**src/inc/timer_ctrl_params.svh**
```systemverilog
// offsets, bank number, field positions and reset values for the eight-bit counter control block
`ifndef TIMER_CTRL_PARAMS_SVH
`define TIMER_CTRL_PARAMS_SVH
`define CTRL_REG_OFFSET     8'h00
`define SHARED_REG_OFFSET   8'h01
`define BANK_OF_COUNTERS    4'hD
`define BIT_ENABLE          7
`define BIT_SINGLE          6
`define BIT_TIMEOUT         5
`define BIT_CLK_HI          4
`define BIT_CLK_LO          3
`define BIT_CAP_MASK        2
`define BIT_CNT_MASK        1
`define BIT_PIN_ROUTE       0
`define CTRL_RESET          8'h00
`define SHARED_RESET        8'h00
`define COUNT_RESET         8'h00
`define RP_RESET            8'h00
`define PRESCALE_RESET      3'h0
`endif

```
**src/inc/timer_ctrl_pkg.sv**
```systemverilog
// types for the eight-bit counter control block
package timer_ctrl_pkg;
    typedef enum logic [1:0] {
        CNT_IDLE = 2'b00,
        CNT_RUN  = 2'b01,
        CNT_DONE = 2'b11
    } cnt_state_e;
    typedef logic [1:0] clk_sel_t;
endpackage : timer_ctrl_pkg

```
**src/verilog/count_prescaler.sv**
```systemverilog
// count clock prescaler: one tick per 1, 2, 4 or 8 system clocks
`timescale 1ns/100ps
`default_nettype none
`include "timer_ctrl_params.svh"
module count_prescaler (
    input  wire logic                      clk,
    input  wire logic                      rst_n,
    input  wire logic                      run,
    input  wire timer_ctrl_pkg::clk_sel_t  sel,
    output logic                           tick
);
    logic [2:0] div;
    logic [2:0] mask;

    // select which divider bits must all be set for a tick
    assign mask = (sel == 2'b00) ? 3'h0 : (sel == 2'b01) ? 3'h1 : (sel == 2'b10) ? 3'h3 : 3'h7;
    assign tick = run && ((div & mask) == mask);

    // free running divider; the first tick after enable may land early
    always_ff @(posedge clk or negedge rst_n) begin
        if (!rst_n) begin
            div <= `PRESCALE_RESET;
        end else begin
            div <= div + 3'h1;
        end
    end
endmodule : count_prescaler
`default_nettype wire

```
**src/verilog/eight_bit_timer_control.sv**
```systemverilog
// control and status logic of the eight-bit down-counter
//
// Summary of operation
// - writing enable 1 starts counter, reads running
// - reload select 0 reloads at terminal count
// - reload select 1 stops at terminal count
// - terminal count sets timeout flag
// - timeout clears only by writing 1
// - first count period may be short
// - clock field selects count clock rate
// - capture mask gates capture interrupt
// - counter mask gates timeout interrupt
// - route bit selects port data or counter
// - pointer nibbles select group and bank
`timescale 1ns/100ps
`default_nettype none
`include "timer_ctrl_params.svh"
module eight_bit_timer_control (
    input  wire logic        clk,
    input  wire logic        rstn,
    input  wire logic [7:0]  register_pointer,
    input  wire logic [7:0]  reg_addr,
    input  wire logic        reg_wr,
    input  wire logic        reg_rd,
    input  wire logic [7:0]  reg_wdata,
    output logic      [7:0]  reg_rdata,
    input  wire logic [7:0]  initial_count,
    input  wire logic        capture_event,
    input  wire logic        port_data,
    output logic             port_pin_four,
    output logic      [3:0]  working_group,
    output logic             timeout_irq,
    output logic             capture_irq,
    output logic      [7:0]  eight_bit_counter
);
    // ------------------------------------------------------------
    // reset release
    // ------------------------------------------------------------
    logic rst_meta;
    logic rst_n;

    // asynchronous assert, synchronous release
    always_ff @(posedge clk or negedge rstn) begin
        if (!rstn) begin
            rst_meta <= 1'b0;
            rst_n    <= 1'b0;
        end else begin
            rst_meta <= 1'b1;
            rst_n    <= rst_meta;
        end
    end

    // ------------------------------------------------------------
    // register decode
    // ------------------------------------------------------------
    logic [7:0]                 ctrl;
    logic [7:0]                 shared;
    logic                       timeout;
    logic                       counter_out;
    timer_ctrl_pkg::cnt_state_e state;
    timer_ctrl_pkg::cnt_state_e next_state;
    logic                       tick;
    logic                       terminal;
    logic                       bank_hit;
    logic                       wr_ctrl;
    logic                       wr_shared;
    logic                       rd_ctrl;
    logic                       rd_shared;
    logic                       clear_timeout;
    logic                       start;
    logic                       stop;
    logic                       running;

    // counter registers only answer while the pointer selects their bank
    assign working_group = register_pointer[7:4];
    assign bank_hit      = register_pointer[3:0] == `BANK_OF_COUNTERS;
    assign wr_ctrl       = reg_wr && bank_hit && reg_addr == `CTRL_REG_OFFSET;
    assign wr_shared     = reg_wr && bank_hit && reg_addr == `SHARED_REG_OFFSET;
    assign rd_ctrl       = reg_rd && bank_hit && reg_addr == `CTRL_REG_OFFSET;
    assign rd_shared     = reg_rd && bank_hit && reg_addr == `SHARED_REG_OFFSET;
    assign clear_timeout = wr_ctrl && reg_wdata[`BIT_TIMEOUT];
    assign start         = wr_ctrl && reg_wdata[`BIT_ENABLE];
    assign stop          = wr_ctrl && !reg_wdata[`BIT_ENABLE];
    assign running       = state == timer_ctrl_pkg::CNT_RUN;

    // ------------------------------------------------------------
    // control registers
    // ------------------------------------------------------------
    // whole written byte is stored; enable and timeout read back from state and flag
    always_ff @(posedge clk or negedge rst_n) begin
        if (!rst_n) begin
            ctrl   <= `CTRL_RESET;
            shared <= `SHARED_RESET;
        end else begin
            if (wr_ctrl) begin
                ctrl <= reg_wdata;
            end
            if (wr_shared) begin
                shared <= reg_wdata;
            end
        end
    end

    // set beats clear so a timeout in the clearing cycle survives
    always_ff @(posedge clk or negedge rst_n) begin
        if (!rst_n) begin
            timeout <= 1'b0;
        end else if (terminal) begin
            timeout <= 1'b1;
        end else if (clear_timeout) begin
            timeout <= 1'b0;
        end
    end

    // read data is registered; bank mismatch reads zero
    always_ff @(posedge clk or negedge rst_n) begin
        if (!rst_n) begin
            reg_rdata <= 8'h00;
        end else if (rd_ctrl) begin
            reg_rdata <= {running, ctrl[6], timeout, ctrl[4:0]};
        end else if (rd_shared) begin
            reg_rdata <= shared;
        end else begin
            reg_rdata <= 8'h00;
        end
    end

    // ------------------------------------------------------------
    // counter
    // ------------------------------------------------------------
    count_prescaler u_prescaler (
        .clk   (clk),
        .rst_n (rst_n),
        .run   (running),
        .sel   (ctrl[`BIT_CLK_HI:`BIT_CLK_LO]),
        .tick  (tick)
    );

    assign terminal = running && tick && eight_bit_counter == 8'h01;

    // state: idle until enabled, done after a single pass
    always_comb begin
        next_state = state;
        case (state)
            timer_ctrl_pkg::CNT_IDLE: begin
                if (start) next_state = timer_ctrl_pkg::CNT_RUN;
            end
            timer_ctrl_pkg::CNT_RUN: begin
                if (stop) next_state = timer_ctrl_pkg::CNT_IDLE;
                else if (terminal && ctrl[`BIT_SINGLE]) next_state = timer_ctrl_pkg::CNT_DONE;
            end
            timer_ctrl_pkg::CNT_DONE: begin
                if (start) next_state = timer_ctrl_pkg::CNT_RUN;
                else if (stop) next_state = timer_ctrl_pkg::CNT_IDLE;
            end
            default: next_state = timer_ctrl_pkg::CNT_IDLE;
        endcase
    end

    always_ff @(posedge clk or negedge rst_n) begin
        if (!rst_n) begin
            state <= timer_ctrl_pkg::CNT_IDLE;
        end else begin
            state <= next_state;
        end
    end

    // load on start and on reload, else count down on each tick
    always_ff @(posedge clk or negedge rst_n) begin
        if (!rst_n) begin
            eight_bit_counter <= `COUNT_RESET;
            counter_out       <= 1'b0;
        end else if (start && !running) begin
            eight_bit_counter <= initial_count;
            counter_out       <= 1'b0;
        end else if (terminal) begin
            eight_bit_counter <= ctrl[`BIT_SINGLE] ? 8'h00 : initial_count;
            counter_out       <= ~counter_out;
        end else if (running && tick) begin
            eight_bit_counter <= eight_bit_counter - 8'h01;
        end
    end

    // ------------------------------------------------------------
    // outputs
    // ------------------------------------------------------------
    // timeout irq is level from the sticky flag, capture irq passes the event; no separate store
    assign timeout_irq   = timeout && ctrl[`BIT_CNT_MASK];
    assign capture_irq   = capture_event && ctrl[`BIT_CAP_MASK];
    assign port_pin_four = ctrl[`BIT_PIN_ROUTE] ? counter_out : port_data;

    // ------------------------------------------------------------
    // assertions
    // ------------------------------------------------------------
    a_timeout_sets: assert property (@(posedge clk) disable iff (!rst_n)
        terminal |=> timeout) else $error("timeout not set at terminal count");
    a_timeout_holds: assert property (@(posedge clk) disable iff (!rst_n)
        timeout && !clear_timeout |=> timeout) else $error("timeout lost without clear");
    a_zero_keeps: assert property (@(posedge clk) disable iff (!rst_n)
        wr_ctrl && !reg_wdata[`BIT_TIMEOUT] && timeout |=> timeout) else $error("write 0 cleared");
    a_clear_works: assert property (@(posedge clk) disable iff (!rst_n)
        clear_timeout && !terminal |=> !timeout) else $error("timeout not cleared");
    a_start_runs: assert property (@(posedge clk) disable iff (!rst_n)
        start |=> running) else $error("enable did not start counter");
    a_single_stops: assert property (@(posedge clk) disable iff (!rst_n)
        terminal && ctrl[`BIT_SINGLE] && !wr_ctrl |=> !running) else $error("single pass kept running");
    a_modulo_reload: assert property (@(posedge clk) disable iff (!rst_n)
        terminal && !ctrl[`BIT_SINGLE] && !wr_ctrl |=> running && eight_bit_counter == $past(initial_count))
        else $error("no reload");
    a_irq_gate: assert property (@(posedge clk) disable iff (!rst_n)
        terminal && ctrl[`BIT_CNT_MASK] && !wr_ctrl |=> timeout_irq) else $error("timeout irq not raised");
    a_pin_toggle: assert property (@(posedge clk) disable iff (!rst_n)
        terminal && ctrl[`BIT_PIN_ROUTE] && !wr_ctrl |=> port_pin_four != $past(port_pin_four))
        else $error("routed pin did not toggle");
    a_route_pin: assert property (@(posedge clk) disable iff (!rst_n)
        !ctrl[`BIT_PIN_ROUTE] |-> port_pin_four == port_data) else $error("pin route wrong");
    c_modulo: cover property (@(posedge clk) terminal && !ctrl[`BIT_SINGLE]);
    c_single: cover property (@(posedge clk) terminal && ctrl[`BIT_SINGLE]);
    c_set_clear: cover property (@(posedge clk) terminal && clear_timeout);
endmodule : eight_bit_timer_control
`default_nettype wire

```
**config.mk**
```make
export PLATFORM = sky130hd
export DESIGN_NAME = eight_bit_timer_control
export DESIGN_NICKNAME = d
export VERILOG_FILES = /design/src/inc/timer_ctrl_pkg.sv /design/src/verilog/count_prescaler.sv /design/src/verilog/eight_bit_timer_control.sv
export VERILOG_INCLUDE_DIRS = /design/src /design/src/inc
export SDC_FILE = /design/constraint.sdc
export NUM_CORES = 1
export LEC_CHECK = 0
export BUFFER_PORTS_ARGS = -buffer_cell sky130_fd_sc_hd__buf_2
export CAP_MARGIN = 15
export CORE_UTILIZATION = 54
export CTS_CLUSTER_DIAMETER = 40
export DETAILED_ROUTE_END_ITERATION = 10
export PLACE_DENSITY = 0.84
export SYNTH_ARGS = -nofsm -noshare
export SYNTH_HDL_FRONTEND = slang
export SYNTH_SLANG_ARGS = --single-unit
```
**constraint.sdc**
```tcl
create_clock -name clk -period 1.9 [get_ports clk]
set_input_delay 0.19 -clock clk [delete_from_list [all_inputs] [get_ports clk]]
set_output_delay 0.19 -clock clk [all_outputs]
set_load 0.005 [all_outputs]
```
==> results of run 1 <==
report_power, final:
part	switching [mW]	internal (mW)	total (mW)
combinational	0.0881	0.0781	0.166
clock	0.291	0.284	0.575
sequential	0.0150	0.844	0.859
total	0.394	1.21	1.60
final cells by class:
type | count | area [um^2] | area share (%)
clock buffer | 5 | 37.5 | 1.56
clock inverter | 3 | 47.5 | 1.98
inverter | 6 | 22.5 | 0.939
multi-input combinational | 116 | 867 | 36.2
sequential | 39 | 976 | 40.7
tap | 46 | 57.6 | 2.40
timing repair buffer | 69 | 390 | 16.3
worst register-to-register path, cell delays in order, from the launching register on:
cell and delay [ns]:
dfrtp_1 0.42, nand2b_4 0.16, or2_0 0.25, or2_4 0.32, or4_1 0.52, nand3_1 0.10
stage by stage:
stage / setup slack, ns / hold slack (ns)
2_1_floorplan: 0.0426 / -0.106
3_3_place_gp: 0.114 / -0.0248
3_5_place_dp: 0.0604 / -0.0224
4_1_cts: 0.0516 / 0.0472
5_1_grt: 0.00452 / 0.0336
6_report: 0.0944 / 0.0488
logic make-up after synthesis:
kind of cell,Yosys count,share of synthesized area (%)
mux,15,8.89
compound gates,36,14.5
simple gates,57,17.0
fa+ha+maj,3,1.99
flops,39,51.8
xor+xnor,4,1.86
other cells,1,0.199
buf+inv,13,3.85
flip-flops by register name, summed over array words and instances, names as in the netlist:
name / count
timeout: 1
shared: 8
ctrl: 6
rst_n: 1
counter_out: 1
reg_rdata: 8
state: 2
u_prescaler.div: 3
eight_bit_counter: 8
rst_meta: 1
timing repair:
action                                  CTS  global route
endpoints found under the setup margin    0            10
hold buffers                              1             0
hold endpoints to repair                  2             0
gates resized for setup                   0             6
layout by cell type, fill, tap and decap left out, types with 4 or more instances in the layout:
cell type  instances
a22o_1             9
inv_1              6
mux2_2            14
buf_2             52
clkbuf_4           5
nand3_1            4
buf_4             16
dfrtp_1           39
nor2_1            11
o21ai_0            7
nand2_1           11
layer usage:
metal / track usage, % / vias to the layer above / part of all wire [%]
met2: 40.2 / 70 / 50
met1: 33.2 / 771 / 43
met4: 8.44 / 0 / 1.5
met3: 6.51 / 9 / 6.0
li1: - / 756 / -
met5: 0 / - / 0
worst paths after layout:
check	end	from	cells after the start
worst min-delay path	eight_bit_counter[1]	initial_count[1]	2
worst max-delay path	eight_bit_counter[7]	state[1]	5
worst max register to register	eight_bit_counter[7]	state[1]	5
max in group asynchronous	reg_rdata[1]	rst_n	1
worst min register to register	eight_bit_counter[4]	rst_n	1
min in group asynchronous	rst_meta	rstn	2
==> impl_metrics.env, run 1 <==
export IMPL_synthTopCellsByCount="39 x dfrtp_1, 14 x mux2_2, 12 x nand2_1, 11 x nor2_1, 9 x a22o_1"
export IMPL_cts_max_level=2
export IMPL_cts_root_buf="clkbuf_4"
export IMPL_numPlacedInstances=275
export IMPL_hold_violations=0
export IMPL_setup_violations=0
export IMPL_slowest_delay_ns=0.52
export IMPL_vdd_drop_max_v=0.000474
export IMPL_worstSetupPathType="reg -> reg"
export IMPL_dr_first_iter_drc_count=96
export IMPL_final_cells=284
export IMPL_synth_fp_nets=209
export IMPL_wl_um=4200
export IMPL_first_pass_iters=4
export IMPL_rsz0062_at_grt="false"
export IMPL_synth_edf_count=0
export IMPL_cp_max_fo=10
export IMPL_fin_crit_ns=1.81
export IMPL_globalRouteTotalUtil_pct=25.0
export IMPL_critPathLaunchType="flip-flop"
export IMPL_grt_pass1_vias=1532
export IMPL_grt_max_degree=38
export IMPL_cts_tree="built"
export IMPL_yosysMostFrequentCell="dfrtp_1"
export IMPL_yosysUniqueCellTypes=51
export IMPL_dp_hpwl_um=3040
export IMPL_synthCells=168
export IMPL_gp_congestion=0.861
export IMPL_avgSynthCellArea_um2=11.2
export IMPL_diodes=0
export IMPL_antenna_found_initial=0
export IMPL_nFillCells=244
export IMPL_clock_latency_ns=0.36
export IMPL_power_mw=1.60
export IMPL_port_buffer_count=52
export IMPL_gr_total_overflow=0
export IMPL_maxCapViolations=0
export IMPL_synth_area_leaders="dfrtp_1 52%, mux2_2 8.4%, a22o_1 4.2%"
export IMPL_period_share_pct=95.0
export IMPL_pin_count=61
export IMPL_clock_sinks=39
export IMPL_path_clk_slew_ns=0.13
export IMPL_yosysTopAreaCellShare_pct=51.8
export IMPL_utilization_pct=71.9
export IMPL_start_util_pct=56.5
export IMPL_synth_top_flop_cell="dfrtp_1"
export IMPL_core_region_area_mm2=0.00334
export IMPL_fp_row_count=21
export IMPL_p_leak_nw=1.18
export IMPL_seq_area_frac_synth_pct=51.8
export IMPL_ys_seq_elements=39
export IMPL_wire_per_inst_um=14.8
export IMPL_timing_setup_tns_ns=0
export IMPL_fin_skew_ns=0.0162
export IMPL_status="completed"
export IMPL_async_flop_share_pct=100
export IMPL_crit_buf_inv=0
export IMPL_post_dp_cell_area_mm2=0.00227
export IMPL_drcViolationCount=0
export IMPL_critPathRequiredTime_ns=2.21
export IMPL_end_kind="flip-flop"
export IMPL_yosys_area_top_type="dfrtp_1"
export IMPL_grt_pass1_wl_um=6650
export IMPL_die_area_mm2=0.00373
export IMPL_max_freq_mhz=554
export IMPL_ys_warn_count=0
export IMPL_cpMaxStageDelayCell="or4_1"
export IMPL_path_cells="nand2b_4 -> or2_0 -> or2_4 -> or4_1 -> nand3_1"
export IMPL_die_y_um=61.1
export IMPL_final_nets=278
export IMPL_drv_slew=0
export IMPL_ant_nets=0
export IMPL_cts_buffer_depth=2
export IMPL_die_w_um=61.1
export IMPL_cp_top_family="simple AND/OR/NAND/NOR gates"
export IMPL_cts_setup_buffers=0
export IMPL_area_delta_synth_final_pct=27.2
export IMPL_r2r_slack_ns=0.09
export IMPL_cts_made_buffers=5
export IMPL_design_area_mm2=0.00240
export IMPL_synth_area_mm2=0.00189
export IMPL_hp_class="in -> reg"
export IMPL_viasPerCell=5.65
export IMPL_vias=1606
export IMPL_p_per_area_mw_per_mm2=667
export IMPL_crit_arrival_ns=2.11
export IMPL_drive_gt1_share_pct=42.0
(Power assumes the default switching activity.)
==> run 2: changes to the inputs <==
Settings changed: CELL_PAD_IN_SITES_DETAIL_PLACEMENT from default to 1, CELL_PAD_IN_SITES_GLOBAL_PLACEMENT from default to 2, CORE_UTILIZATION 54 to 33, PLACE_DENSITY 0.84 to default, PLACE_DENSITY_LB_ADDON from default to 0.1.
==> run 2 against run 1 <==
Net effect: routed wire length is 19% higher; clock power grew 22%; sequential power down 0.6%; clock skew decreased by 0.0078 ns; design area grew 2.3%; total power rose by 7.6%; clock-buffer cell count unchanged; setup slack better by 0.023 ns.
==> impl_metrics.env, run 2 (synthesized netlist as in run 1, its figures left out) <==
export IMPL_cpMaxStageDelayCell="or4_1"
export IMPL_status="completed"
export IMPL_die_w_um=77.6
export IMPL_crit_arrival_ns=2.01
export IMPL_vdd_drop_max_v=0.000479
export IMPL_die_y_um=77.6
export IMPL_timing_setup_tns_ns=0
export IMPL_cp_top_family="simple AND/OR/NAND/NOR gates"
export IMPL_start_util_pct=34.2
export IMPL_wire_per_inst_um=16.1
export IMPL_r2r_cells=5
export IMPL_maxCapViolations=0
export IMPL_drv_slew=0
export IMPL_crit_cells=5
export IMPL_fin_crit_ns=1.78
export IMPL_path_cells="nand2b_4 -> or2_0 -> or2_4 -> or4_1 -> nand3_1"
export IMPL_fin_skew_ns=0.00842
export IMPL_setup_violations=0
export IMPL_min_delay_path_depth=2
export IMPL_slowest_delay_ns=0.50
export IMPL_die_area_mm2=0.00602
export IMPL_worstSetupPathType="reg -> reg"
export IMPL_critPathRequiredTime_ns=2.13
export IMPL_antenna_found_initial=0
export IMPL_diodes=0
export IMPL_p_per_area_mw_per_mm2=702
export IMPL_hold_violations=0
export IMPL_grt_max_degree=38
export IMPL_max_freq_mhz=561
export IMPL_core_region_area_mm2=0.00551
export IMPL_period_share_pct=93.8
export IMPL_r2r_slack_ns=0.12
export IMPL_rsz0062_at_grt="false"
export IMPL_pin_count=61
export IMPL_cts_buffer_depth=2
export IMPL_hp_class="in -> reg"
export IMPL_final_nets=278
export IMPL_port_buffer_count=52
export IMPL_p_leak_nw=1.19
export IMPL_cts_tree="built"
export IMPL_grt_pass1_wl_um=8630
export IMPL_dpl_worst_slack_ns=-0.0379
export IMPL_first_pass_iters=4
export IMPL_cts_made_buffers=5
export IMPL_vias=1590
export IMPL_viasPerCell=5.13
export IMPL_cts_max_level=2
export IMPL_gp_congestion=0.854
export IMPL_path_clk_slew_ns=0.08
export IMPL_gr_total_overflow=0
export IMPL_clock_latency_ns=0.29
export IMPL_reg_top3="eight_bit_counter: 8 flops, reg_rdata: 8 flops, shared: 8 flops"
export IMPL_clock_sinks=39
export IMPL_cp_max_fo=6
export IMPL_end_kind="flip-flop"
export IMPL_globalRouteTotalUtil_pct=18.9
export IMPL_cts_root_buf="clkbuf_8"
export IMPL_grt_pass1_vias=1771
export IMPL_dp_hpwl_um=3850
export IMPL_fin_ws_ns=0.118
export IMPL_drive_gt1_share_pct=41.6
export IMPL_nFillCells=636
export IMPL_critPathLaunchType="flip-flop"
export IMPL_crit_buf_inv=0
export IMPL_seqCellArea_um2=976
export IMPL_cts_setup_buffers=0
export IMPL_wl_um=4990
export IMPL_drcViolationCount=0
export IMPL_area_delta_synth_final_pct=30.1
export IMPL_final_common_cell="buf_2"
export IMPL_dr_first_iter_drc_count=57
export IMPL_fp_row_count=27
export IMPL_layout_common_cells="52 x buf_2, 39 x dfrtp_1, 16 x buf_4, 14 x mux2_2"
export IMPL_multiInputGateArea_um2=862
export IMPL_ant_nets=0
run 2: area by class of cell:
class	count	area share, %
Sequential cell	39	39.8
Timing Repair Buffer	69	15.9
Clock buffer	5	2.80
Multi-Input combinational cell	116	35.1
Tap cell	72	3.67
Inverter	6	0.918
Clock inverter	3	1.78
run 2: final timing paths:
path,startpoint,end
max reg2reg,state[1],eight_bit_counter[7]
min reg2reg,rst_n,eight_bit_counter[5]
min in group asynchronous,rstn,rst_meta
min,initial_count[6],eight_bit_counter[6]
max in group asynchronous,rst_n,ctrl[4]
max,state[1],eight_bit_counter[7]
run 2: per-layer routing:
layer | vias up | track usage, % | part of all wire, %
met4 | 0 | 6.79 | 1.6
met3 | 9 | 3.53 | 3.4
met2 | 37 | 35.2 | 54
met5 | - | 0 | 0
li1 | 753 | - | -
met1 | 791 | 21.1 | 40
run 2: repair_timing:
action,4_1_cts,5_1_grt
endpoints found under the hold margin,2,0
resized for setup,1,5
setup endpoints to repair,2,9
hold buffers,1,0
run 2: stage by stage:
stage	cells	cell area (um^2)	hold slack, ns	utilization, %	power (mW)
floorplan	168	1890	-0.106	-	0.952
global placement	301	2310	-0.0257	41.9	1.03
detailed placement	301	2310	-0.0220	41.9	1.04
CTS	310	2440	0.0954	44.3	1.76
global route	310	2450	0.0956	44.6	1.81
finish	310	2450	0.103	44.6	1.72
run 2: power breakdown:
| group | internal, mW | leakage [nW] | switching [mW] | total (mW) |
|---|---|---|---|---|
| sequential | 0.843 | 0.510 | 0.0105 | 0.854 |
| clock | 0.391 | 0.0581 | 0.308 | 0.699 |
| combinational | 0.0788 | 0.617 | 0.0899 | 0.169 |
| total | 1.31 | 1.19 | 0.408 | 1.72 |
